**config.mk**
```make
export PLATFORM = sky130hd
export DESIGN_NAME = xdci_dte_line
export DESIGN_NICKNAME = d
export VERILOG_FILES = /design/src/common/xdci_pkg.sv /design/src/logic/xdci_dte_line.sv
export VERILOG_INCLUDE_DIRS = /design/src /design/src/common
export SDC_FILE = /design/constraint.sdc
export NUM_CORES = 1
export LEC_CHECK = 0
export ABC_AREA = 1
export BUFFER_PORTS_ARGS = -buffer_cell sky130_fd_sc_hd__clkbuf_2
export CAP_MARGIN = 20
export CORE_ASPECT_RATIO = 1.1
export CORE_MARGIN = 1.5
export CORE_UTILIZATION = 30
export CTS_BUF_LIST = sky130_fd_sc_hd__clkbuf_4
export CTS_CLUSTER_DIAMETER = 150
export DETAILED_ROUTE_END_ITERATION = 10
export PLACE_DENSITY = 0.49
export SETUP_SLACK_MARGIN = 0.2
export SYNTH_ARGS = -nofsm -noshare
export SYNTH_HDL_FRONTEND = slang
export SYNTH_SLANG_ARGS = --single-unit
```
**constraint.sdc**
```tcl
create_clock -name clk_sys -period 3.7 [get_ports clk_sys]
set_clock_uncertainty 0.15 [all_clocks]
set_input_delay 0.555 -clock clk_sys [delete_from_list [all_inputs] [get_ports clk_sys]]
set_output_delay 0.555 -clock clk_sys [all_outputs]
set_load 0.03 [all_outputs]
```
**src/common/xdci_regs.svh**
```systemverilog
// Timing and reset constants for the X.21 line-side circuit block
`ifndef XDCI_REGS_SVH
`define XDCI_REGS_SVH
`define XDCI_CLK_PERIOD_NS   4
`define XDCI_ES_HALF_NS      64
`define XDCI_ES_HALF_CYC     (((`XDCI_ES_HALF_NS) + (`XDCI_CLK_PERIOD_NS) - 1) / (`XDCI_CLK_PERIOD_NS))
`define XDCI_CTRL_RESET      1'b1
`define XDCI_TXD_RESET       1'b1
`define XDCI_DIV_W           8
`endif

```
**src/common/xdci_pkg.sv**
```systemverilog
// Types shared by the X.21 line-side circuit block
package xdci_pkg;
    // Line pins toward the DCE
    typedef struct packed {
        logic transmit;
        logic control;
        logic extTiming;
        logic extTimingOe;
    } xdci_line_out_type;
    // Line pins from the DCE
    typedef struct packed {
        logic receive;
        logic indication;
        logic timing;
        logic cablePresentSense;
    } xdci_line_in_type;
    // Interface select result
    typedef enum logic [1:0] {
        XDCI_IF_EIA = 2'b01,
        XDCI_IF_X21 = 2'b10
    } xdci_if_type;
endpackage : xdci_pkg

```
**src/logic/xdci_dte_line.sv**
```systemverilog
// X.21 DTE line-side circuits: T, R, C, I, S, ES and cable sensing
// Overview of operation
// Outgoing user data is shifted onto the transmit circuit toward the DCE.
// Call-control bits from the user use the same transmit circuit path.
// The DCE delivers data and call information on the receive circuit.
// The control circuit follows the block's own interface state changes.
// The DCE reports its state on indication, which the block tracks.
// Transmit changes only at off-to-on transitions of the timing circuit.
// The DCE changes receive only at off-to-on transitions of timing.
// Transmit and receive are sampled at on-to-off transitions of timing.
// In diagnostic test the block drives external timing to a loopback plug.
// Cable strap is sensed at reset, open-channel and parameter-write.
// The latest sensing picks X.21 if the strap is seen, else EIA.
`timescale 1ns/1ps
`include "xdci_regs.svh"
module xdci_dte_line
(
    // Clock and reset
    input  wire logic                       clk_sys,
    input  wire logic                       rst_n,
    // Line side
    input  wire xdci_pkg::xdci_line_in_type lineIn,
    output xdci_pkg::xdci_line_out_type     lineOut,
    // User transmit side
    input  wire logic                       txBit,
    input  wire logic                       controlState,
    input  wire logic                       diagTest,
    output logic                            txTaken,
    // User receive side
    output logic                            rxBit,
    output logic                            rxValid,
    output logic                            indicationState,
    output logic                            indicationChange,
    // Cable sensing
    input  wire logic                       openCmd,
    input  wire logic                       paramWriteCmd,
    output xdci_pkg::xdci_if_type           ifSelect
);
    // Synchronisers for the four line inputs
    logic [3:0] sync1_r;
    logic [3:0] sync2_r;
    logic       timPrev_r;
    logic [2:0] resetSense_r;
    logic       transmit_r;
    logic       control_r;
    logic       extTiming_r;
    logic       extTimingOe_r;
    logic [`XDCI_DIV_W-1:0] esCnt_r;
    logic       esClk_r;
    always_ff @(posedge clk_sys)
    begin
        if (!rst_n)
        begin
            sync1_r <= 4'h0;
            sync2_r <= 4'h0;
        end
        else
        begin
            sync1_r <= lineIn;
            sync2_r <= sync1_r;
        end
    end
    // Named views of the synchronised inputs
    wire rxS    = sync2_r[3];
    wire indS   = sync2_r[2];
    wire timS   = sync2_r[1];
    wire cableS = sync2_r[0];
    wire timRise = timS & ~timPrev_r;
    wire timFall = ~timS & timPrev_r;
    wire senseNow = resetSense_r[0] | openCmd | paramWriteCmd;
    wire esWrap = (esCnt_r == `XDCI_DIV_W'(`XDCI_ES_HALF_CYC - 1));
    // Line outputs gathered from their own flip-flops, one driver each
    assign lineOut = {transmit_r, control_r, extTiming_r, extTimingOe_r};
    // Edge history for timing; matches the idle off level of the pin
    always_ff @(posedge clk_sys)
    begin
        if (!rst_n)
            timPrev_r <= 1'b0;
        else
            timPrev_r <= timS;
    end
    // Transmit and control drive, element boundaries on timing rise
    always_ff @(posedge clk_sys)
    begin
        if (!rst_n)
        begin
            transmit_r       <= `XDCI_TXD_RESET;
            control_r        <= `XDCI_CTRL_RESET;
            txTaken          <= 1'b0;
        end
        else
        begin
            txTaken <= timRise;
            if (timRise)
            begin
                transmit_r <= txBit;
                control_r  <= controlState;
            end
        end
    end
    // Receive sampling on timing fall and indication tracking
    always_ff @(posedge clk_sys)
    begin
        if (!rst_n)
        begin
            rxBit            <= 1'b1;
            rxValid          <= 1'b0;
            indicationState  <= 1'b1;
            indicationChange <= 1'b0;
        end
        else
        begin
            rxValid <= timFall;
            if (timFall)
                rxBit <= rxS;
            if (timFall)
                indicationState <= indS;
            indicationChange <= timFall & (indS != indicationState);
        end
    end
    // External timing divider for loopback diagnostics
    always_ff @(posedge clk_sys)
    begin
        if (!rst_n || !diagTest)
        begin
            esCnt_r <= '0;
            esClk_r <= 1'b0;
        end
        else
        begin
            esCnt_r <= esWrap ? '0 : esCnt_r + 1'b1;
            if (esWrap)
                esClk_r <= ~esClk_r;
        end
    end
    // Output and output enable registers for external timing
    always_ff @(posedge clk_sys)
    begin
        if (!rst_n)
        begin
            extTiming_r   <= 1'b0;
            extTimingOe_r <= 1'b0;
        end
        else
        begin
            extTiming_r   <= esClk_r;
            extTimingOe_r <= diagTest;
        end
    end
    // Cable strap sensing and interface selection
    always_ff @(posedge clk_sys)
    begin
        if (!rst_n)
        begin
            resetSense_r <= 3'h4;              // Wait for strap to cross sync
            ifSelect     <= xdci_pkg::XDCI_IF_EIA;
        end
        else
        begin
            resetSense_r <= {1'b0, resetSense_r[2:1]};
            if (senseNow)
                ifSelect <= cableS ? xdci_pkg::XDCI_IF_X21
                                   : xdci_pkg::XDCI_IF_EIA;
        end
    end
endmodule : xdci_dte_line

```
* After elaboration in Yosys (flattened, before gate mapping)
Index checks and enable logic that the tools add are counted.
** Word-level totals
- Register bits after elaboration :: 32
- Output and inout bits :: 11
- Logic and storage cells :: 34
- Input bits :: 11
** Cells by class
- Bitwise logic cells :: 8
- Reduce and logical (&&, ||, !) cells :: 4
- Equality and inequality tests :: 2
- Add/sub/neg operators :: 1
- Multiplexer cells :: 2
** Operator list (count)
- 8-bit by 1-bit adder with 8-bit output, second input constant :: 1
- 8-bit by 4-bit == test with 1-bit output, second input constant :: 1
- 1-bit AND :: 3
- 3-bit two-way mux :: 1
- 1-bit NOT :: 3
- 1-bit zero test :: 2
- 2-bit two-way mux :: 1
- 1-bit bitwise OR :: 2
- 2-bit OR reduction :: 1
- 1-bit logical OR :: 1
- 1-bit != test :: 1

* Logic depth before layout (Yosys ltp)
- Depth in word-level cells :: 3
- Gate-level depth with buffers :: 7
- Mapped depth without buffers :: 7

* Worst setup path before layout
Ideal clock, no wire load.
- Path kind :: input-to-reg
- Start :: in rst_n
- End :: reg esCnt_r[3]
- Library setup time :: 124 ps
- Stages :: 5
- Data required time :: 3426 ps
- Path buffers :: 1
- Arrival time :: 959 ps
- Setup slack :: 2467 ps
- Path through :: buf_4 > nand2_1 > inv_1 > o21ai_2 > a21oi_1
** On the way
- Longest elaborated chain between the ends :: 3
** Ends and longest elaborated chain
- start, declared :: line xdci_dte_line.sv:20 : input wire logic rst_n,
- 1-bit zero test
- 1-bit logical OR :: line xdci_dte_line.sv:124 : if (!rst_n || !diagTest)
- 2-bit OR reduction (no source line)
- end signal, assigned :: line xdci_dte_line.sv:131 : esCnt_r <= esWrap ? '0 : esCnt_r + 1'b1;
- end, declared :: line xdci_dte_line.sv:48 : logic [`XDCI_DIV_W-1:0] esCnt_r;
No other way between the ends.
A chain may end at the register's enable or synchronous reset.

* Worst setup path after layout
- Start :: reg indicationState
- End :: out indicationState
** RTL lines
- start, declared :: line xdci_dte_line.sv:32 : output logic indicationState,
- start signal, assigned :: line xdci_dte_line.sv:117 : indicationState <= indS;
No word-level cell between the ends.

==> results.py <==
metrics = {
    "status": {
        "outcome": "completed",
    },
    "logic_synthesis": {
        "syn_area_um2": 1140,
        "synthesis.instances": 146,
        "ys_warn_count": 0,
        "synth_cell_types": 17,
        "syn-num-nets": 158,
        "yosysSeqAreaShare_pct": 56.1,
        "synth-seq-cells": 32,
        "synth.avg_cell_area_um2": 7.82,
    },
    "worst_setup_path": {
        "critPathTopFamily": "flip-flops",
        "worst-setup-path-type": "reg -> out",
        "critPathLaunch": "indicationState",
        "crit_buf_inv": 1,
        "start_kind": "flop",
        "crit_chain": "clkbuf_2",
        "cpMaxStageDelayCell": "dfxtp_1",
        "cp_max_fo": 3,
        "crit_path_end_kind": "output port",
        "cp.required_ns": 2.99,
        "r2r_start": "esCnt_r[0]",
        "crit_arrival_ns": 0.92,
        "cpPeakStageDelay_ns": 0.38,
    },
    "drt": {
        "wire_per_inst_um": 8.11,
        "dr.pass1.iters": 5,
        "vias_per_cell": 4.05,
        "postRouteAntennaNets": 0,
        "wl_met3_um": 102,
        "drt-met1-wl_um": 770,
        "route.detailed.drc": 0,
        "drt-total-wl_um": 1770,
        "drtIter0Drc": 34,
        "highest_layer": "met4",
        "via_count": 882,
        "route.met2.wl_um": 859,
    },
    "sta": {
        "setup_ws_ns": 2.08,
        "slew_violations": 0,
        "hold_viol": 0,
        "rsz0062_at_grt": "false",
        "fin_tns_setup_ns": 0,
        "max_slew_margin_pct": 80.1,
        "min_period_ns": 1.62,
        "fin_hold_ws_ns": 0.268,
        "clock.fmax_mhz": 616,
        "finalSetupViolations": 0,
        "finalCritPeriodShare_pct": 43.8,
        "worst_pin_slew_ns": 0.299,
    },
    "finish": {
        "n_fill_cell": 399,
        "ff_latch_area_um2": 641,
        "fin_area_um2": 1320,
        "mostFrequentLayoutCell": "nand2_1",
        "syn2layout_area_growth_pct": 15.4,
        "stdcell_count": 218,
        "fin_util_pct": 36.0,
        "multi_input_area_um2": 364,
        "mostFrequentLayoutCells": "nand2_1 (41), dfxtp_1 (32), inv_1 (25), nor2_1 (21), clkbuf_2 (21)",
        "drive_above_1_share_pct": 18.5,
        "layout.nets": 180,
        "n_antenna_cell": 0,
    },
    "clocking": {
        "ctsHoldBuffers": 0,
        "htree_levels": 2,
        "clockBufferDepth": 2,
        "clk_pin_slew_ns": 0.09,
        "cts_resized": 0,
        "clock_latency_ns": 0.32,
        "cts_buffers": 5,
        "root_buffer": "clkbuf_4",
        "cts_tree": "yes",
        "cts.sinks": 32,
        "post_cts_buffers": 0,
    },
    "global_routing": {
        "grt-ovfl-total": 0,
        "grt_pass1_wl_um": 3090,
        "antenna_found_initial": 0,
        "grt_use_total_pct": 10.6,
        "grt_pass1_vias": 800,
        "grt_start_max_net_pins": 18,
    },
    "floorplan": {
        "row_count": 23,
        "coreArea_um2": 3650,
        "die_height_um": 67.7,
        "start_util_pct": 31.2,
        "dieArea_um2": 4180,
        "ios": 22,
        "die_w_um": 61.8,
    },
    "placed_design": {
        "place_area_um2": 1270,
        "place_hpwl_um": 1380,
        "placed_cells": 211,
        "place_ws_ns": 2.16,
        "gp_congestion": 0.721,
        "place.port_buffers": 21,
    },
    "hold_path": {
        "min_from": "sync1_r[3]",
        "hold_class": "reg -> reg",
    },
    "job": {
        "drv_cap": 0,
    },
    "power": {
        "power_density_nw_per_um2": 438,
        "irDropWorstVdd_v": 0.000135,
        "p_total_mw": 0.577,
        "p_leak_nw": 0.670,
    },
}
-- path summary, 6_finish.rpt --
| check | to | slack, ns | depth (start not counted) |
|---|---|---|---|
| max reg2reg | esCnt_r[6] | 2.32 | 6 |
| min | sync2_r[3] | 0.27 | 2 |
| min reg2reg | sync2_r[3] | 0.27 | 2 |
| max | indicationState | 2.08 | 1 |
-- power breakdown --
group	switching (mW)	internal, mW	leakage (nW)
Combinational	0.0223	0.0121	0.377
Sequential	0.00435	0.355	0.262
Clock	0.106	0.0772	0.0315
Total	0.132	0.444	0.670
-- state kept, by name, summed over array words and instances, names as in the netlist --
signal	count
indicationChange	1
esCnt_r	8
sync1_r	4
rxValid	1
ifSelect	2
txTaken	1
transmit_r	1
esClk_r	1
control_r	1
timPrev_r	1
resetSense_r	3
indicationState	1
sync2_r	4
rxBit	1
extTimingOe_r	1
extTiming_r	1
-- logic make-up after synthesis --
family | count (synthesis) | share of synthesized area, %
AO/OA/AOI/OAI | 9 | 4.28
XOR/XNOR | 2 | 1.54
adder cells (fa/ha/maj) | 1 | 1.10
buffers and inverters | 31 | 12.0
flip-flops | 32 | 56.1
AND/OR/NAND/NOR | 71 | 25.0
-- tightest hold or removal path: cells and delay by family (launching register included) --
kind          cells  cell delay (ns)
flops             1             0.31
simple gates      1             0.05
buf+inv           1             0.04
-- final cells by class --
cell class / count / area share (%)
clock inverter: 1 / 0.380
multi-input combinational: 83 / 27.7
clock buffer: 6 / 3.42
timing repair buffer: 21 / 7.98
inverter: 25 / 7.13
tap: 50 / 4.75
sequential: 32 / 48.7
-- cells in the mapped netlist --
cell type  number  share of area, %
nor2_1         21               6.9
nand2_1        41                13
ha_1            1               1.1
nand3_2         1              0.88
nor3_1          1              0.44
a21oi_1         3               1.3
dfxtp_1        32                56
buf_4           5               3.3
buf_2           1              0.44
xnor2_1         1              0.77
nor2_2          1              0.55
o21ai_2         1              0.77
o21ai_0         5               2.2
nand3_1         5               2.2
xor2_1          1              0.77
inv_1          25               8.2
nand4_1         1              0.55
-- metal layers --
layer / vias up / GRT usage (%)
met4: 0 / 6.38
li1: 476 / -
met5: - / 0
met2: 20 / 18.3
met1: 381 / 9.43
met3: 5 / 5.75
No activity file was read; power rests on OpenSTA's default activity.
